--- src/pkg/dma_channel_defs.svh ---
// register offsets, field positions, reset values and bit layouts of the dma channel
// Notes on behaviour
// - bit 14 set means byte transfers, clear means 16-bit word transfers.
// - bit 13 set reads RAM and writes the peripheral, clear reads peripheral and writes RAM.
// - bit 12 set raises the block interrupt at half the block, clear at the whole block.
// - null_write_mode adds a null peripheral write per element; software keeps bit 13 clear.
// - addressing 10 is peripheral indirect, 01 register indirect without increment, 11 reserved.
// - operating mode 00/10 is continuous, 01/11 one-shot; the upper bit enables ping-pong.
// - one-shot with ping-pong does one block with each of the two buffers and then stops.
`ifndef DMA_CHANNEL_DEFS_SVH
`define DMA_CHANNEL_DEFS_SVH
`define OFS_CONTROL 12'h000
`define OFS_RAM_ADDR_A 12'h004
`define OFS_RAM_ADDR_B 12'h008
`define OFS_PER_ADDR 12'h00C
`define OFS_COUNT 12'h010
`define OFS_STATUS 12'h014
`define OFS_IRQ_EN 12'h018
`define OFS_IRQ_CLR 12'h01C
`define OFS_REQUEST 12'h020
`define BIT_ENABLE 15
`define BIT_SIZE 14
`define BIT_DIR 13
`define BIT_HALF 12
`define BIT_NULL_WRITE 11
`define BIT_ADDR_MODE_HI 5
`define BIT_ADDR_MODE_LO 4
`define BIT_MODE_HI 1
`define BIT_MODE_LO 0
`define CONTROL_WMASK 16'hF833
`define CONTROL_RESET 16'h0000
`define ADDR_RESET 16'h0000
`define COUNT_RESET 16'h0000
`define ST_BLOCK 0
`define ST_HALF 1
`define ST_PINGPONG 2
`define ST_BUSY 3
`define ST_BUFFER 4
`define NULL_VALUE 16'h0000
`endif

--- src/pkg/dma_channel_pkg.sv ---
// types shared by the dma channel files
package dma_channel_pkg;
  typedef enum logic [1:0] {AM_POST_INC, AM_REG_IND, AM_PERIPH_IND, AM_RESERVED} addr_mode_t;
  typedef enum {S_IDLE, S_READ, S_WRITE, S_NULL_WRITE} xfer_state_t;
endpackage

--- src/dma_bus_mover.sv ---
// one element mover: read source, write destination, optional null write
`timescale 1ns/1ps
`include "dma_channel_defs.svh"
module dma_bus_mover
  import dma_channel_pkg::*;
(
  input wire logic clk,
  input wire logic rst,
  input wire logic start,
  input wire logic byte_mode,
  input wire logic ram_to_periph,
  input wire logic null_write,
  input wire logic [15:0] ram_addr,
  input wire logic [15:0] per_addr,
  output logic bus_req,
  output logic bus_we,
  output logic bus_byte,
  output logic [15:0] bus_addr,
  output logic [15:0] bus_wdata,
  input wire logic [15:0] bus_rdata,
  input wire logic bus_ack,
  output logic done
);
  xfer_state_t state_r;
  logic [15:0] data_r;
  // one element per start; the read and write sides follow the direction bit
  always_ff @(posedge clk)
  begin
    if (rst)
    begin
      state_r <= S_IDLE;
      data_r <= 16'h0000;
      done <= 1'b0;
    end
    else
    begin
      done <= 1'b0;
      case (state_r)
        S_IDLE:
          if (start)
            state_r <= S_READ;
        S_READ:
          if (bus_ack)
          begin
            data_r <= byte_mode ? {8'h00, bus_rdata[7:0]} : bus_rdata;
            state_r <= S_WRITE;
          end
        S_WRITE:
          if (bus_ack)
          begin
            // null write only makes sense reading the peripheral
            if (null_write && !ram_to_periph)
              state_r <= S_NULL_WRITE;
            else
            begin
              state_r <= S_IDLE;
              done <= 1'b1;
            end
          end
        S_NULL_WRITE:
          if (bus_ack)
          begin
            state_r <= S_IDLE;
            done <= 1'b1;
          end
        default:
          state_r <= S_IDLE;
      endcase
    end
  end
  // bus request decode, combinational handshake
  always_comb
  begin
    bus_req = (state_r == S_READ) || (state_r == S_WRITE) || (state_r == S_NULL_WRITE);
    bus_we = (state_r != S_READ);
    bus_byte = byte_mode;
    bus_wdata = (state_r == S_NULL_WRITE) ? `NULL_VALUE : data_r;
    case (state_r)
      S_READ: bus_addr = ram_to_periph ? ram_addr : per_addr;
      S_WRITE: bus_addr = ram_to_periph ? per_addr : ram_addr;
      S_NULL_WRITE: bus_addr = per_addr;
      default: bus_addr = 16'h0000;
    endcase
  end
endmodule // dma_bus_mover

--- src/dma_channel_control.sv ---
// one dma channel: apb registers, block sequencing, ping-pong and interrupts
`timescale 1ns/1ps
`include "dma_channel_defs.svh"
module dma_channel_control
  import dma_channel_pkg::*;
(
  input wire logic CLK,
  input wire logic RST,
  input wire logic PSEL,
  input wire logic PENABLE,
  input wire logic PWRITE,
  input wire logic [11:0] PADDR,
  input wire logic [31:0] PWDATA,
  output logic [31:0] PRDATA,
  output logic PREADY,
  output logic PSLVERR,
  input wire logic PERIPH_REQ,
  output logic BUS_REQ,
  output logic BUS_WE,
  output logic BUS_BYTE,
  output logic [15:0] BUS_ADDR,
  output logic [15:0] BUS_WDATA,
  input wire logic [15:0] BUS_RDATA,
  input wire logic BUS_ACK,
  output logic IRQ
);
  logic [15:0] control_r;
  logic [15:0] ram_a_r;
  logic [15:0] ram_b_r;
  logic [15:0] per_addr_r;
  logic [15:0] count_r;
  logic [15:0] xfer_idx_r;
  logic [15:0] ram_off_r;
  logic buf_sel_r;
  logic busy_r;
  logic [2:0] status_r;
  logic [2:0] irq_en_r;
  logic soft_req_r;
  logic wr_en;
  logic rd_en;
  logic addr_ok;
  logic mover_done;
  logic start;
  logic block_end;
  logic half_hit;
  logic [2:0] ev;
  logic [15:0] ram_addr;
  logic [15:0] last_idx;
  logic chan_en;
  logic byte_mode;
  logic dir_r2p;
  logic half_sel;
  logic null_write_mode;
  addr_mode_t addressing_mode_select;
  logic one_shot;
  logic ping_pong;

  // control field decode
  assign chan_en = control_r[`BIT_ENABLE];
  assign byte_mode = control_r[`BIT_SIZE];
  assign dir_r2p = control_r[`BIT_DIR];
  assign half_sel = control_r[`BIT_HALF];
  assign null_write_mode = control_r[`BIT_NULL_WRITE];
  assign addressing_mode_select = addr_mode_t'(control_r[`BIT_ADDR_MODE_HI:`BIT_ADDR_MODE_LO]);
  assign one_shot = control_r[`BIT_MODE_LO];
  assign ping_pong = control_r[`BIT_MODE_HI];

  // apb decode; zero wait states, unmapped addresses answer with an error
  assign PREADY = 1'b1;
  assign wr_en = PSEL && PENABLE && PWRITE;
  assign rd_en = PSEL && !PWRITE;
  always_comb
  begin
    case (PADDR)
      `OFS_CONTROL, `OFS_RAM_ADDR_A, `OFS_RAM_ADDR_B, `OFS_PER_ADDR, `OFS_COUNT,
      `OFS_STATUS, `OFS_IRQ_EN, `OFS_IRQ_CLR, `OFS_REQUEST: addr_ok = 1'b1;
      default: addr_ok = 1'b0;
    endcase
  end
  assign PSLVERR = PSEL && PENABLE && !addr_ok;

  // read data registered in the setup phase so it is stable in the access phase
  always_ff @(posedge CLK)
  begin
    if (RST)
      PRDATA <= 32'h0000_0000;
    else if (rd_en && !PENABLE)
    begin
      case (PADDR)
        `OFS_CONTROL: PRDATA <= {16'h0000, control_r};
        `OFS_RAM_ADDR_A: PRDATA <= {16'h0000, ram_a_r};
        `OFS_RAM_ADDR_B: PRDATA <= {16'h0000, ram_b_r};
        `OFS_PER_ADDR: PRDATA <= {16'h0000, per_addr_r};
        `OFS_COUNT: PRDATA <= {16'h0000, count_r};
        `OFS_STATUS: PRDATA <= {27'h0, buf_sel_r, busy_r, status_r};
        `OFS_IRQ_EN: PRDATA <= {29'h0, irq_en_r};
        default: PRDATA <= 32'h0000_0000;
      endcase
    end
  end

  // configuration registers; reserved control bits stay zero
  always_ff @(posedge CLK)
  begin
    if (RST)
    begin
      control_r <= `CONTROL_RESET;
      ram_a_r <= `ADDR_RESET;
      ram_b_r <= `ADDR_RESET;
      per_addr_r <= `ADDR_RESET;
      count_r <= `COUNT_RESET;
      irq_en_r <= 3'h0;
    end
    else
    begin
      if (wr_en && PADDR == `OFS_CONTROL)
        control_r <= PWDATA[15:0] & `CONTROL_WMASK;
      // stop on the very edge that ends the last block, so a request that is
      // still held high cannot slip one more element in before the enable drops
      else if (block_end && one_shot && ping_pong && buf_sel_r)
        control_r[`BIT_ENABLE] <= 1'b0;
      else if (block_end && one_shot && !ping_pong)
        control_r[`BIT_ENABLE] <= 1'b0;
      if (wr_en && PADDR == `OFS_RAM_ADDR_A)
        ram_a_r <= PWDATA[15:0];
      if (wr_en && PADDR == `OFS_RAM_ADDR_B)
        ram_b_r <= PWDATA[15:0];
      if (wr_en && PADDR == `OFS_PER_ADDR)
        per_addr_r <= PWDATA[15:0];
      if (wr_en && PADDR == `OFS_COUNT)
        count_r <= PWDATA[15:0];
      if (wr_en && PADDR == `OFS_IRQ_EN)
        irq_en_r <= PWDATA[2:0];
    end
  end

  // software trigger, one pending request held until the mover takes it or the channel is disabled
  always_ff @(posedge CLK)
  begin
    if (RST)
      soft_req_r <= 1'b0;
    else if (wr_en && PADDR == `OFS_REQUEST && PWDATA[0])
      soft_req_r <= 1'b1;
    else if (start || !chan_en)
      soft_req_r <= 1'b0;
  end

  // element start only while enabled and not already moving
  assign start = chan_en && !busy_r && (PERIPH_REQ || soft_req_r);
  assign last_idx = count_r;
  // an element that finishes after a disable counts towards no block
  assign block_end = mover_done && chan_en && (xfer_idx_r == last_idx);
  assign half_hit = mover_done && chan_en && (xfer_idx_r == (last_idx >> 1));

  // ram address: post-increment only in mode 00; 01 keeps the base, 10 adds the peripheral address
  always_comb
  begin
    case (addressing_mode_select)
      AM_POST_INC: ram_addr = (buf_sel_r ? ram_b_r : ram_a_r) + ram_off_r;
      AM_REG_IND: ram_addr = buf_sel_r ? ram_b_r : ram_a_r;
      AM_PERIPH_IND: ram_addr = (buf_sel_r ? ram_b_r : ram_a_r) + per_addr_r;
      default: ram_addr = buf_sel_r ? ram_b_r : ram_a_r; // reserved code, no stepping
    endcase
  end

  // busy follows the mover itself: a disable in mid-element lets that element
  // finish its bus accesses, and no start can reach a mover that is still working
  always_ff @(posedge CLK)
  begin
    if (RST)
      busy_r <= 1'b0;
    else if (start)
      busy_r <= 1'b1;
    else if (mover_done)
      busy_r <= 1'b0;
  end

  // block progress and buffer toggling; a disable rewinds to buffer A
  always_ff @(posedge CLK)
  begin
    if (RST || !chan_en)
    begin
      xfer_idx_r <= 16'h0000;
      ram_off_r <= 16'h0000;
      buf_sel_r <= 1'b0;
    end
    else
    begin
      if (block_end)
      begin
        xfer_idx_r <= 16'h0000;
        ram_off_r <= 16'h0000;
        if (ping_pong)
          buf_sel_r <= !buf_sel_r;
      end
      else if (mover_done)
      begin
        xfer_idx_r <= xfer_idx_r + 16'h0001;
        if (addressing_mode_select == AM_POST_INC)
          ram_off_r <= ram_off_r + (byte_mode ? 16'h0001 : 16'h0002);
      end
    end
  end

  // interrupt events: block done (half done when bit 12 is set), half done, ping-pong pair done
  assign ev[`ST_BLOCK] = half_sel ? half_hit : block_end;
  assign ev[`ST_HALF] = half_hit;
  assign ev[`ST_PINGPONG] = block_end && ping_pong && buf_sel_r;

  // sticky status, one flop per event; a set in the same cycle as a clear wins,
  // so software never loses an event that lands on its own clear
  generate
    for (genvar k = 0; k < 3; k++)
    begin : g_status
      always_ff @(posedge CLK)
      begin
        if (RST)
          status_r[k] <= 1'b0;
        else if (ev[k])
          status_r[k] <= 1'b1;
        else if (wr_en && PADDR == `OFS_IRQ_CLR && PWDATA[k])
          status_r[k] <= 1'b0;
      end
    end
  endgenerate
  assign IRQ = |(status_r & irq_en_r);

  dma_bus_mover u_mover (
    .clk(CLK),
    .rst(RST),
    .start(start),
    .byte_mode(byte_mode),
    .ram_to_periph(dir_r2p),
    .null_write(null_write_mode),
    .ram_addr(ram_addr),
    .per_addr(per_addr_r),
    .bus_req(BUS_REQ),
    .bus_we(BUS_WE),
    .bus_byte(BUS_BYTE),
    .bus_addr(BUS_ADDR),
    .bus_wdata(BUS_WDATA),
    .bus_rdata(BUS_RDATA),
    .bus_ack(BUS_ACK),
    .done(mover_done)
  );
endmodule // dma_channel_control

--- config.mk ---
export PLATFORM = sky130hd
export DESIGN_NAME = dma_channel_control
export DESIGN_NICKNAME = d
export VERILOG_FILES = /design/src/pkg/dma_channel_pkg.sv /design/src/dma_bus_mover.sv /design/src/dma_channel_control.sv
export VERILOG_INCLUDE_DIRS = /design/src /design/src/pkg
export SDC_FILE = /design/constraint.sdc
export NUM_CORES = 1
export LEC_CHECK = 0
export ABC_CLOCK_PERIOD_IN_PS = 3100
export BUFFER_PORTS_ARGS = -buffer_cell sky130_fd_sc_hd__buf_2
export CORE_MARGIN = 2
export CORE_UTILIZATION = 52
export DETAILED_ROUTE_END_ITERATION = 10
export GPL_TIMING_DRIVEN = 0
export PLACE_DENSITY = 0.77
export SLEW_MARGIN = 20
export SYNTH_ARGS = -nofsm -noshare
export SYNTH_HDL_FRONTEND = slang
export SYNTH_SLANG_ARGS = --single-unit
--- constraint.sdc ---
create_clock -name CLK -period 3.1 [get_ports CLK]
set_input_delay 0.155 -clock CLK [delete_from_list [all_inputs] [get_ports CLK]]
set_output_delay 0.155 -clock CLK [all_outputs]
set_load 0.005 [all_outputs]
## Yosys cells after proc, flatten, opt, wreduce, memory -nomap -nowiden

Index checks and enable logic that the tools add are counted.

- Reductions and logical operators: 58
- Eq/ne operators: 22
- Multiplexer cells: 34
- Bitwise operators: 1
- Add/subtract/negate cells: 4

Operator list:

| kind | number |
|---|---|
| 32-bit 2-to-1 mux | 4 |
| 32-bit one-hot mux with 4 select lines | 1 |
| 16-bit one-hot mux with 7 select lines | 1 |
| 32-bit by 2-bit equality test with 1-bit output (second input constant) | 3 |
| 16-bit 2-to-1 mux | 5 |
| 32-bit by 3-bit equality test with 1-bit output (second input constant) | 2 |
| 12-bit by 5-bit equality test with 1-bit output (second input constant) | 4 |
| 16-bit one-hot mux with 3 select lines | 1 |
| 16-bit adder | 2 |
| 32-bit by 1-bit equality test with 1-bit output (second input constant) | 1 |
| 32-bit logical NOT | 1 |
| 32-bit by 2-bit inequality test with 1-bit output (second input constant) | 1 |
| 16-bit one-hot mux with 2 select lines | 1 |
| 1-bit logical AND | 29 |
| 12-bit by 4-bit equality test with 1-bit output (second input constant) | 2 |
| 1-bit 2-to-1 mux | 18 |
| 16-bit by 1-bit adder with 16-bit output (second input constant) | 1 |
| 16-bit by 2-bit adder with 16-bit output | 1 |
| 16-bit by 15-bit equality test with 1-bit output | 1 |
| 16-bit equality test | 1 |
| 12-bit by 3-bit equality test with 1-bit output (second input constant) | 1 |
| 12-bit by 6-bit equality test with 1-bit output (second input constant) | 1 |
| 12-bit logical NOT | 1 |
| 2-bit nonzero test | 5 |
| 14 further kinds | 31 |

- Flip-flop bits (word level): 195
- Output and inout bits: 70
- Word-level logic and storage cells: 138

## Depth between registers and ports, before layout

Gate-level depths: netlist (run 1).

- Depth after elaboration: 7
- Mapped depth: 12

## By module

Synthesis (run 1) repeated with hierarchy kept, for this count alone.

- Cell total of the unflattened synthesis: 1081
- Area total of the unflattened synthesis: 8757.1 µm²

By module, submodules not included:

| module | cells an instance | seq. area each (µm²) | area an instance (µm²) | times used |
|---|---|---|---|---|
| dma_channel_control | 913 | 2602.5 | 7437.1 | 1 |
| dma_bus_mover | 168 | 380.4 | 1320.0 | 1 |

## Worst setup path after synthesis (run 1)

Ideal clock, no wire load.

- Path kind: reg-to-output
- Start point: register control_r[5]
- End point: output port BUS_ADDR[12]
- Stages on the path, launching flop included: 12
- Path slack: -0.212 ns
- Required time: 2.945 ns
- Buffers on the path: 2
- Arrival: 3.157 ns
- Path through: dfxtp_1 > nor2b_1 > clkbuf_1 > clkbuf_1 > mux2_2 > ha_1 > nor2b_1 > o31a_1 > o311ai_0 > a31oi_1 > xor2_1 > a221o_1

- Cells in the longest elaborated chain, start to end: 4
- Elaborated cells on any way between the ends: 6
- Those cells by class: eq/ne (1); mux (4); reduce/logical (1)

Ends and longest elaborated chain:

| item | RTL line | RTL |
|---|---|---|
| start: declaration | dma_channel_control.sv:27 | `logic [15:0] control_r;` |
| start signal: assignment | dma_channel_control.sv:107 | `` control_r <= `CONTROL_RESET; `` |
| start signal: assignment | dma_channel_control.sv:117 | `` control_r <= PWDATA[15:0] & `CONTROL_WMASK; `` |
| 2-bit equality test or 2-bit logical NOT (tied branches) | dma_channel_control.sv:158 | `case (addressing_mode_select)` |
| 16-bit one-hot mux with 2 select lines * | dma_channel_control.sv:158 |  |
| 16-bit 2-to-1 mux, on equally long branches | dma_bus_mover.sv:80, dma_bus_mover.sv:79 |  |
| 16-bit one-hot mux with 3 select lines * | dma_bus_mover.sv:78 | `case (state_r)` |
| end: declaration | dma_channel_control.sv:21 | `output logic [15:0] BUS_ADDR,` |

Every way passes the cells marked *; elsewhere a longest branch is shown, timed or not.

## Final worst setup path (run 1)

Same ends and word-level chain as after synthesis.

==> summary by stage, run 1 <==
Worst hold path
The kind of path behind the tightest hold check is in -> reg. The worst hold path terminates at ram_a_r[9]$_SDFFE_PP0P_. The startpoint identified for the worst hold timing path is PWDATA[9]. The number of cells on the worst hold path is 3.

Synthesis
The mux share of post-synthesis cell area is 0.112. The dominant synthesized flop cell is dfxtp_1. The library cell occupying the most area in the post-synthesis netlist is dfxtp_1. The main combinational cell family by area after synthesis is simple AND/OR/NAND/NOR gates. Of the total synthesized cell area, the portion taken by full adders, half adders and majority gates is 0.0318. The post-synthesis cell count is 1017. Of the total synthesized cell area, the portion taken by XOR and XNOR cells is 0.0746.

In this run the cell area of the synthesized design comes to 0.00834 mm². Yosys mapped a number of flops with a built-in enable equal to 0. The fraction of the mapped netlist area in compound gates is 0.143. Averaged over all synthesized cells, the footprint is roughly 8 µm². The fraction of post-synthesis cell area in the top cell type by area is 0.358.

Of the total synthesized cell area, the portion taken by AND, OR, NAND and NOR gates is 0.223. The share of synthesized flip-flops with an asynchronous set or reset is 0. The number of distinct library cells after synthesis is 63.

Yosys printed 0 warnings. The sequential element share of the synthesized area is 0.358. The synthesized design contains 149 register bits. Sorting the synthesized cells by area gives the leading types as dfxtp_1 (36%), nand2_1 (8.3%), a21oi_1 (6.0%).

CTS
For the worst-skew pair, the clock arrives at the later sink with an insertion delay of 0.43 ns. The clock slew seen by the registers of the worst setup and hold paths is roughly 0.06 ns. Counting along the longest clock path gives a buffer depth of 2. TritonCTS built the clock tree. The tree is rooted in a clkbuf_16. The clock sink count is approximately 150.

The H-tree generated during clock tree synthesis spans 4 levels. The number of buffers created by CTS is 17.

STA
The number of slew-limit violations in the final report is 0. The post-route worst setup slack is -0.278 ns. Setup violations remaining at the end of the flow were counted as 11. Setup repair after global routing could not meet its margin everywhere. The hold violation count in the final report was 0. The final worst-path cycle share is 1.09. For the final routed database, the setup TNS stands at -1.96 ns. The maximum clock frequency is 296 MHz.

The measured slew at the worst slew-check pin is 0.726 ns. The worst path in the final design needs a cycle of roughly 3.4 ns, including I/O delays and setup. Across the routed clock network, the largest skew measured is 0.00799 ns. The worst max-slew margin expressed relative to the limit is 0.512. The hold slack is 0.0105 ns.

Critical path
The most prevalent standard cell on the critical path is nor2b_4. STA classifies the critical path endpoint as an output pin. The required time of the critical path is 2.94 ns.

The sum of buffers and inverters on the critical path is 3. The type of element launching the critical path is a flip-flop. For flop-to-flop paths, the worst setup slack is 0.31 ns. For this design, the slowest cell found on the critical path is dfxtp_2.

In this run the critical register-to-register path is launched from xfer_idx_r[12]$_SDFFE_PP0P_. Walking the worst path, the cells encountered are nor2b_4, buf_8, mux2_4, ha_4, inv_2, fa_2, nor2b_4, o31a_1, o311ai_2, a31oi_1, xor2_1, a221o_1, buf_2. The largest single stage delay on the critical path is 0.34 ns. At the worst endpoint, the arrival time is between 3 and 4 ns. The largest delay contributor family on the critical path is compound AO/OA/AOI/OAI gates.

The worst register-to-register path ends at ram_off_r[15]$_SDFFE_PP0P_. The maximum fanout encountered on the critical timing path is 4. The worst setup path is of the reg -> out kind.

The worst reg-to-reg path cell count is 9.

Place
The count of buffers from port buffering is 102. The detailed-placement wirelength estimate is 18500 µm. The weighted congestion at the end of routability-driven global placement is approximately 0.95.

Die
The x dimension of the die is 131 µm. The area of the die is about 0.017 mm². During I/O placement, the number of pins put on the boundary was 137. The starting density of the core is 0.529. The core box area is 0.0158 mm².

The die is about 130 µm tall. The cell row count is 46.

Global routing
The via count of the first global-routing pass is 7638. For this run the aggregate overflow at the end of global routing stands at 0. Entering global routing, the biggest net connects 17 pins.

The global routing usage summed across all routing layers is 0.308. The first global-routing pass estimated 40400 µm of wire. The number of antenna violations at the first check in global routing came to 0.

Layout
The count of nets after finishing is between 1000 and 1500. After filler insertion, the fill cell instance count of the layout stands at ~1400. From synthesis to final layout, the design area changed by 25.9%. The antenna diode instance count is 0.

The ratio of cells with drive above 1 in the final layout is 0.240.

Routing
The ratio of routed vias to standard cells is 5.80. The routed wire length per instance is 18.5 µm. The residual DRC count is 0.

After detailed routing, the total wire length is 26300 µm. The detailed router placed 8224 vias in this run. The number of DRC markers in iteration 0 is about 800. The first detailed-routing pass took 6 iterations.

Once detail routing completed, the nets flagged for antenna violations numbered 0.

Run status
The final reports fail on negative setup slack. The run finished, with violations left.

Power and ir drop
The worst-case IR drop observed on VDD is 423 µV. The final total power is approximately 0.0043 W. The power density normalized to cell area is 412 mW/mm². In this run the static leakage power is a little over 4 nW.

Run
Across the run, the number of max-cap violations was 0.
==> worst max-delay path by stage <==
stage / slack [ns] / endpoint / from / depth (start not counted)
3_3_place_gp: -0.60 / BUS_ADDR[12] / control_r[5]$_SDFFE_PP0P_ / 12
3_5_place_dp: -0.61 / BUS_ADDR[12] / control_r[5]$_SDFFE_PP0P_ / 12
2_1_floorplan: 0.05 / BUS_ADDR[12] / control_r[5]$_SDFFE_PP0P_ / 11
6_report: -0.28 / BUS_ADDR[12] / control_r[5]$_SDFFE_PP0P_ / 13
4_1_cts: -0.33 / BUS_ADDR[12] / control_r[5]$_SDFFE_PP0P_ / 13
5_1_grt: -0.35 / BUS_ADDR[8] / control_r[5]$_SDFFE_PP0P_ / 13
==> per-layer routing <==
layer  vias up  global-route usage  share of wire
met4         0               0.128          0.035
met1      3837               0.400           0.40
met3        77              0.0717           0.10
met2       481               0.495           0.47
li1       3829                   -              -
met5         -                   0              0
==> worst reg2reg max path: stages, from the launching register on <==
cell and delay [ns]:
dfxtp_1 0.31, clkbuf_1 0.28, xor2_1 0.13, nor4_1 0.32
nand3_1 0.21, nor3_1 0.28, or3_1 0.16, clkbuf_1 0.34
clkbuf_1 0.51, nor2_1 0.10
==> report_power, final <==
group	total, W	switching [W]	internal, W
logic	0.000173	0.000109	0.0000635
registers	0.00191	0.0000000374	0.00191
clock network	0.00224	0.000875	0.00136
total	0.00432	0.000985	0.00334
==> area by class of cell <==
| type | count | area, µm² | area share |
|---|---|---|---|
| clock inverter | 13 | 195 | 0.0186 |
| sequential | 149 | 2990 | 0.284 |
| inverter | 13 | 48.8 | 0.00465 |
| timing repair buffer | 140 | 846 | 0.0806 |
| buffer | 79 | 464 | 0.0442 |
| multi-input combinational | 790 | 5260 | 0.501 |
| tap | 216 | 270 | 0.0257 |
| clock buffer | 19 | 433 | 0.0412 |
==> registers in the layout, indices dropped and copies added (netlist names) <==
signal           flops
busy_r               1
u_mover.data_r      16
u_mover.state_r      2
soft_req_r           1
status_r             3
ram_off_r           16
u_mover.done         1
per_addr_r          16
buf_sel_r            1
count_r             16
PRDATA              16
ram_a_r             16
ram_b_r             16
xfer_idx_r          16
control_r            9
irq_en_r             3
==> cells by family after synthesis <==
family,count (synthesis)
compound gates,199
other cells,2
simple gates,404
flops,149
buf+inv,93
fa+ha+maj,20
xor+xnor,71
mux,79
==> cell usage after synthesis, types with 3 or more instances <==
cell / instances
buf_2: 4
o21a_1: 5
nor4_1: 7
clkbuf_1: 48
nor2b_1: 10
nand2b_1: 6
mux4_2: 8
nor2_1: 97
a221o_1: 6
a211oi_1: 7
a22o_1: 5
xor2_1: 45
nand3_1: 13
a21oi_1: 100
ha_1: 18
o221ai_1: 3
and2_1: 21
mux2i_1: 34
or3_1: 4
nand4_1: 19
a31oi_1: 6
and3_1: 16
mux2_2: 37
nand2_1: 185
dfxtp_1: 149
buf_4: 20
o31ai_1: 3
xnor2_1: 26
nor3_1: 8
o21ai_0: 33
a22oi_1: 11
buf_1: 4
a21o_1: 5
inv_1: 13
nor3b_1: 4
==> repair_timing <==
action | CTS | global route
hold endpoints to repair | 9 | 0
setup endpoints to repair | 15 | 11
setup buffers | 23 | 8
hold buffers | 9 | 0
pin swaps | 29 | 27
resized for setup | 57 | 22
==> cells in the final DEF (no fill, tap or decap), drive strengths merged, types with 22 or more instances in the layout <==
cell and instances:
a21oi 100, and2 22, buf 164, clkbuf 65, dfxtp 149, mux2 37
mux2i 34, nand2 185, nor2 99, o21ai 33, xnor2 26, xor2 45
==> through the flow <==
stage          cell area [µm²]  std cells  utilization  setup slack (ns)
2_1_floorplan             8400       1032            -            0.0540
3_3_place_gp              9180       1350        0.582            -0.603
3_5_place_dp              9180       1350        0.582            -0.606
4_1_cts                  10400       1412        0.658            -0.332
5_1_grt                  10500       1419        0.666            -0.347
6_report                 10500       1419        0.666            -0.278
Power figures use the tool's default switching activity.
==> inputs of run 2 (changes only) <==
CAP_MARGIN = 15   (was unset)
SKIP_LAST_GASP = 1   (was unset)
==> run 2 against run 1 <==
Net effect: the flow still finishes with violations (negative setup slack); routed wire length grew 0.20%; sequential share of layout area up 0.058 points; non-clock buffer count is the same; clock skew grew 0.00071 ns; flip-flop and latch count is the same; fmax is 1.1% lower; utilization is 0.13 points lower; critical endpoint is now BUS_ADDR[13].
==> summary by stage, run 2 (same netlist as run 1, synthesis figures left out) <==
STA
The clock tree skew after final layout is 0.00870 ns. The maximum clock frequency is roughly 290 MHz. The hold violation count in the final report came to 0.

The number of endpoints failing setup at the final stage is 12. Measured against its own limit, the worst slew margin works out to 0.526. Subtracting the final worst setup slack from the clock period gives 3.41 ns. Across all hold checks on the routed design, the worst slack comes to 0.00981 ns. The number of slew-limit violations in the final report is 0. The final worst-path cycle share is 1.10. Setup slack on the critical path of the routed design comes to -0.315 ns. Setup repair after global routing could not meet its margin everywhere. The measured slew at the worst slew-check pin is approximately 0.71 ns.

Critical path
The worst setup path is of the reg -> out kind. STA puts the critical path data arrival time at roughly 3.3 ns. The endpoint kind of the worst setup timing path is an output pin. The required time of the critical path is approximately 2.9 ns. The type of element launching the critical path is a flip-flop. Along the worst path, the maximum fanout reaches 4.

Routing
After detailed routing, the number of remaining DRC violations is 0. The number of vias in the routed layout is 8289. The detailed router finished its first iteration with 951 violations.

The routed wire length per instance is 18.6 µm. The antenna violation net count after detailed routing is 0. The ratio of routed vias to standard cells is 5.84. The final routed wirelength across all metal layers is between 20000 and 30000 µm. The pre-antenna-repair detailed-routing pass consisted of 5 iterations.

Die
The die is 131 µm wide. The starting density of the core is 0.529. The core box area is approximately 0.016 mm². Measured along the y axis, the die boundary spans 131 µm. between 100 and 150 I/O pins were placed. The area of the die is 0.0171 mm². The cell row count is 46.

CTS
The number of buffers created by CTS is 17. The clock insertion delay at the later pin of the skew report is approximately 0.43 ns. The root buffer cell chosen for the clock tree is clkbuf_16. The maximum level of the CTS H-tree is 4. The maximum clock insertion buffer count is 2. The clock slew seen by the registers of the worst setup and hold paths is 0.06 ns. TritonCTS built the clock tree. The clock net in this run drives a total of between 100 and 150 sinks.

Global routing
The most congested layer reported by global routing is met2. For this run, the total global-route usage over all layers was measured as 0.305. Entering global routing, the biggest net connects 17 pins. The remaining global-route overflow is 0.

The via count of the first global-routing pass is approximately 7600. For this run, global-route usage on met3 was measured as 0.0619. The first global-routing pass estimated 40200 µm of wire. The number of antenna violations at the first check in global routing is 0. In the global route stage, met1 resource usage came out at 0.401. For met2 alone, demand over resource in global routing was 0.488.

Layout
The ratio of cells with drive above 1 in the final layout is 0.234. The commonest non-fill, non-tap cell in the layout is nand2_1. The antenna diode instance count is 0. The layout overhead on the synthesized area is 25.7%. The combined area of the multi-input logic cells is 0.00524 mm². The layout has 1358 filler cells. The final layout contains 1277 nets. In the layout the commonest cells are nand2_1 (184), dfxtp_1 (147), buf_2 (106). The area occupied by registers is 0.00299 mm².

Place
The count of buffers from port buffering is 102. The detailed-placement wirelength estimate is approximately 18000 µm. The congestion estimate from routability-driven global placement came to 0.946. OpenSTA, run right after detailed placement, puts the worst setup slack at -0.606 ns.

Power and ir drop
The total leakage power is a little over 4 nW. The power density normalized to cell area is 413 mW/mm². IR analysis of the VDD net gives a maximum drop of ~430 µV.

Run status
The checks that failed: negative setup slack. The run finished, with violations left.

Worst hold path
The tightest min-delay check is of the in -> reg type.

Run
Across the run, the number of max-cap violations was 0.
-- run 2: changes by cell type in the layout (fill, tap and decap cells not counted), moves of 2 or more --
cell	before	now
mux2_4	7	9
mux2_2	30	28
buf_6	3	5
o21ai_0	28	30
a21oi_1	94	97
o21ai_1	3	1
a21oi_2	4	1
-- run 2: worst paths after layout --
check / start / endpoint / slack, ns / cells past startpoint
setup reg to reg: xfer_idx_r[12]$_SDFFE_PP0P_ / xfer_idx_r[13]$_SDFFE_PP0P_ / 0.30 / 9
hold reg to reg: PRDATA[8]$_SDFFE_PP0P_ / PRDATA[8]$_SDFFE_PP0P_ / 0.45 / 2
setup / recovery: control_r[5]$_SDFFE_PP0P_ / BUS_ADDR[13] / -0.31 / 11
hold / removal: PWDATA[9] / ram_a_r[9]$_SDFFE_PP0P_ / 0.01 / 3
-- run 2: worst max-delay path, stage by stage, from the launching register on --
cell	delay, ns
dfxtp_2	0.35
nor2b_4	0.23
buf_6	0.16
mux2_2	0.36
ha_4	0.27
a21oi_1	0.33
o211ai_1	0.17
nand2_1	0.17
a32oi_1	0.14
xor2_1	0.16
a221o_1	0.36
buf_2	0.14
-- run 2: layer usage --
layer,share of wire,vias to the layer above
met1,0.40,3867
li1,-,3836
met4,0.036,0
met3,0.10,95
met5,0,-
met2,0.46,491
-- run 2: through the flow --
stage                     instances  cell area [µm²]  utilization  setup TNS [ns]  total power [W]
after floorplan                1032             8400            -               0          0.00203
after global placement         1350             9180        0.582           -3.15          0.00211
after detailed placement       1350             9180        0.582           -3.31          0.00212
after CTS                      1412            10400        0.657           -1.83          0.00433
after global routing           1419            10500        0.664           -3.35          0.00442
final                          1419            10500        0.664           -2.51          0.00433
-- run 2: final cells by class --
cell class                      instances  area share
Multi-Input combinational cell        790       0.500
Sequential cell                       149       0.285
Timing Repair Buffer                  141      0.0818
Buffer                                 78      0.0432
Clock buffer                           19      0.0413
Tap cell                              216      0.0258
Clock inverter                         13      0.0186
Inverter                               13     0.00466
-- run 2: power by group --
part | internal [W] | leakage, nW | switching (W)
sequential | 0.00191 | 1.20 | 0.0000000381
combinational | 0.0000634 | 2.63 | 0.000109
clock | 0.00136 | 0.301 | 0.000882
total | 0.00334 | 4.13 | 0.000991
-- run 2: repair_timing --
item,CTS,global route
hold endpoints to repair,9,0
pin swaps,29,21
setup buffers,23,9
setup endpoints to repair,15,11
resized for setup,55,17
hold buffers,9,0
==> inputs of run 3 (changes only) <==
CELL_PAD_IN_SITES_DETAIL_PLACEMENT = 0   (was unset)
CELL_PAD_IN_SITES_GLOBAL_PLACEMENT = 1   (was unset)
CORE_UTILIZATION = 38   (was 52)
PLACE_DENSITY = unset   (was 0.77)
PLACE_DENSITY_LB_ADDON = 0.1   (was unset)
==> run 3 against run 2 <==
Net effect: the flow still finishes with violations (negative setup slack); sequential share of layout area about the same; critical endpoint is now BUS_ADDR[12]; utilization down 18 points; largest cell class unchanged; largest power group unchanged; combinational power up 4%; via count down 6.8%; clock power up 4%; setup slack worse by 0.0086 ns; register-to-register slack worse by 0.12 ns; global-route usage down 6.5 points; final cell count up 3.8%; non-clock buffer count down 9; die area up 36%; sequential power about the same.
==> summary by stage, run 3 (same netlist as run 1, synthesis figures left out) <==
Run
Max-cap violations in this run came to 0.

Global routing
The wire length of the first global-routing pass is approximately 44000 µm. The via count of the first global-routing pass came to around 7400. Entering global routing, the biggest net connects 17 pins. The remaining global-route overflow is 0. The number of antenna violations at the first check in global routing came to 0.

The global routing usage summed across all routing layers is 0.241.

Place
The count of buffers from port buffering is 102. The congestion estimate from routability-driven global placement came to 0.844. The HPWL after detailed placement is 20900 µm.

STA
Headroom to the max-slew limit came out at 0.432. Setup repair after global routing could not meet its margin everywhere. For the pin with the worst max-slew slack, the measured transition is 0.852 ns. The hold violation count in the final report is 0. The clock tree skew after final layout is 0.00984 ns.

The hold slack is 0.0192 ns. The final worst-path cycle share is 1.10. The time the worst path needs with I/O delays and setup is 3.42 ns.

Setup violations remaining at the end of the flow were counted as 10. The maximum clock frequency is approximately 290 MHz. The number of slew-limit violations in the final report is 0.

Adding up every negative setup slack in the final design gives -2.24 ns. After layout, the worst setup slack is -0.323 ns.

Routing
The antenna violation net count after detailed routing is 0. The ratio of routed vias to standard cells is 5.24. The routed wire length per instance is 19.0 µm. The iteration count of the initial detailed-routing pass is 7. For this block, the via count after detailed routing is 7725.

For this block, the routed nets add up to 28000 µm of wire. The residual DRC count is 0. The number of DRC markers in iteration 0 is roughly 450.

Power and ir drop
In this run the power density over the cells is 420 mW/mm². The total leakage power is between 4 and 5 nW. The worst vdd rail ir drop is 314 µV. The final total power is 0.00441 W.

Critical path
The worst register-to-register path ends at xfer_idx_r[2]$_SDFFE_PP0P_. Walking the worst path, the cells encountered are nor2b_4, buf_8, buf_4, mux2_4, inv_2, fa_2, nor2b_4, o31a_1, o311ai_4, a31oi_2, xor2_1, a221o_1, buf_2. The maximum fanout encountered on the critical timing path is 4.

The largest single stage delay on the critical path is ~0.34 ns. For the worst setup path, the data arrival time is ~3.3 ns. The cell with the biggest individual delay on the critical path is dfxtp_4.

Across all register-to-register paths, the minimum setup slack is 0.18 ns. The type of element launching the critical path is a flip-flop. STA puts the critical path data required time at between 2 and 3 ns. Counting stages on the worst path, the most repeated cell is nor2b_4. The startpoint identified for the worst register-to-register timing path is xfer_idx_r[4]$_SDFFE_PP0P_. Counting cells, the worst reg-to-reg path comes to 9. The endpoint kind of the worst setup timing path is an output pin. The category of the critical setup timing path is reg -> out.

Layout
The ratio of cells with drive above 1 in the final layout is 0.230. Compared with the post-synthesis result, the final layout area differs by 25.9%. The final design utilization is 0.484. The commonest non-fill, non-tap cell in the layout is nand2_1. In the final design database the tool counted 1268 nets. In the layout the commonest cells are nand2_1 (184), dfxtp_1 (148), buf_2 (106).

The antenna diode instance count is 0. The number of filler instances in the final layout is approximately 2200.

Worst hold path
Along the worst hold path, the cell count comes to 3. The start point of the worst hold path is PWDATA[10]. The sink of the worst hold path is ram_a_r[10]$_SDFFE_PP0P_. The path class of the tightest hold or removal check is in -> reg.

Die
The die covers 0.0231 mm². The x dimension of the die is ~150 µm. The cell row count is 54.

The I/O pin count is 137. The starting density of the core is 0.384. The total area inside the core boundary comes to 0.0217 mm². The die is 152 µm tall.

CTS
Counting every sink on the clock net gives 149. The tree is rooted in a clkbuf_16. The number of clock buffers added by TritonCTS is 17. The CTS tree is yes. The later pin in the worst-skew pair is clocked with a latency of 0.42 ns. Counting along the longest clock path gives a buffer depth of 2. The maximum level of the CTS H-tree is 4. The clock slew seen by the registers of the worst setup and hold paths is 0.06 ns.

Run status
The checks that failed: negative setup slack. The run finished, with violations left.
[run 3: cell count changes in the layout (fill, tap and decap cells not counted), moves of 3 or more]
cell / delta
inv_6: -3
buf_6: -3
a21oi_2: +3
a31oi_2: +3
mux2_2: +3
buf_4: -8
mux2_4: -3
[run 3: critical path, delay by kind of cell (launching register included)]
| kind | cells | cell delay [ns] |
|---|---|---|
| AO/OA/AOI/OAI | 4 | 1.12 |
| adder cells (fa/ha/maj) | 1 | 0.23 |
| buffers and inverters | 4 | 0.45 |
| XOR/XNOR | 1 | 0.18 |
| AND/OR/NAND/NOR | 2 | 0.19 |
| flip-flops | 1 | 0.34 |
| multiplexers | 1 | 0.33 |
[run 3: metal layers]
metal  vias up  wire (µm)  part of all wire  GRT usage
met3        31       1360             0.048     0.0336
met2       218      12600              0.45      0.385
met4         0        644             0.023     0.0699
met5         -          0                 0          0
li1       3807          -                 -          -
met1      3669      13400              0.48      0.340
[run 3: cell type report]
| cell class | instances | area [µm²] | share of cell area |
|---|---|---|---|
| Clock inverter | 12 | 201 | 0.0192 |
| Clock buffer | 19 | 453 | 0.0431 |
| Multi-Input combinational cell | 790 | 5200 | 0.495 |
| Timing Repair Buffer | 131 | 792 | 0.0754 |
| Buffer | 79 | 464 | 0.0442 |
| Tap cell | 280 | 350 | 0.0334 |
| Inverter | 13 | 48.8 | 0.00465 |
| Sequential cell | 149 | 2990 | 0.285 |
[run 3: timing repair]
item	CTS	global route
pin swaps	16	15
hold endpoints to repair	9	0
hold buffers	9	0
buffers inserted	12	8
endpoints found under the setup margin	15	11
resized for setup	48	17
[run 3: worst max path at each step]
stage	from	end	depth (start not counted)
2_1_floorplan	control_r[5]$_SDFFE_PP0P_	BUS_ADDR[12]	11
3_3_place_gp	control_r[5]$_SDFFE_PP0P_	BUS_ADDR[12]	12
3_5_place_dp	control_r[5]$_SDFFE_PP0P_	BUS_ADDR[12]	12
4_1_cts	control_r[5]$_SDFFE_PP0P_	BUS_ADDR[12]	13
5_1_grt	control_r[5]$_SDFFE_PP0P_	BUS_ADDR[13]	14
6_report	control_r[5]$_SDFFE_PP0P_	BUS_ADDR[12]	13
[run 3: metrics by stage]
step                setup slack, ns  instance area (µm²)  std cells
floorplan                    0.0540                 8400       1032
global placement             -0.714                 9260       1414
detailed placement           -0.671                 9260       1414
CTS                          -0.394                10300       1465
global route                 -0.394                10500       1473
finish                       -0.323                10500       1473
[run 3: report_power, final]
group          switching [W]  internal [W]
sequential      0.0000000378       0.00191
clock               0.000848       0.00147
combinational       0.000116     0.0000634
total               0.000964       0.00345
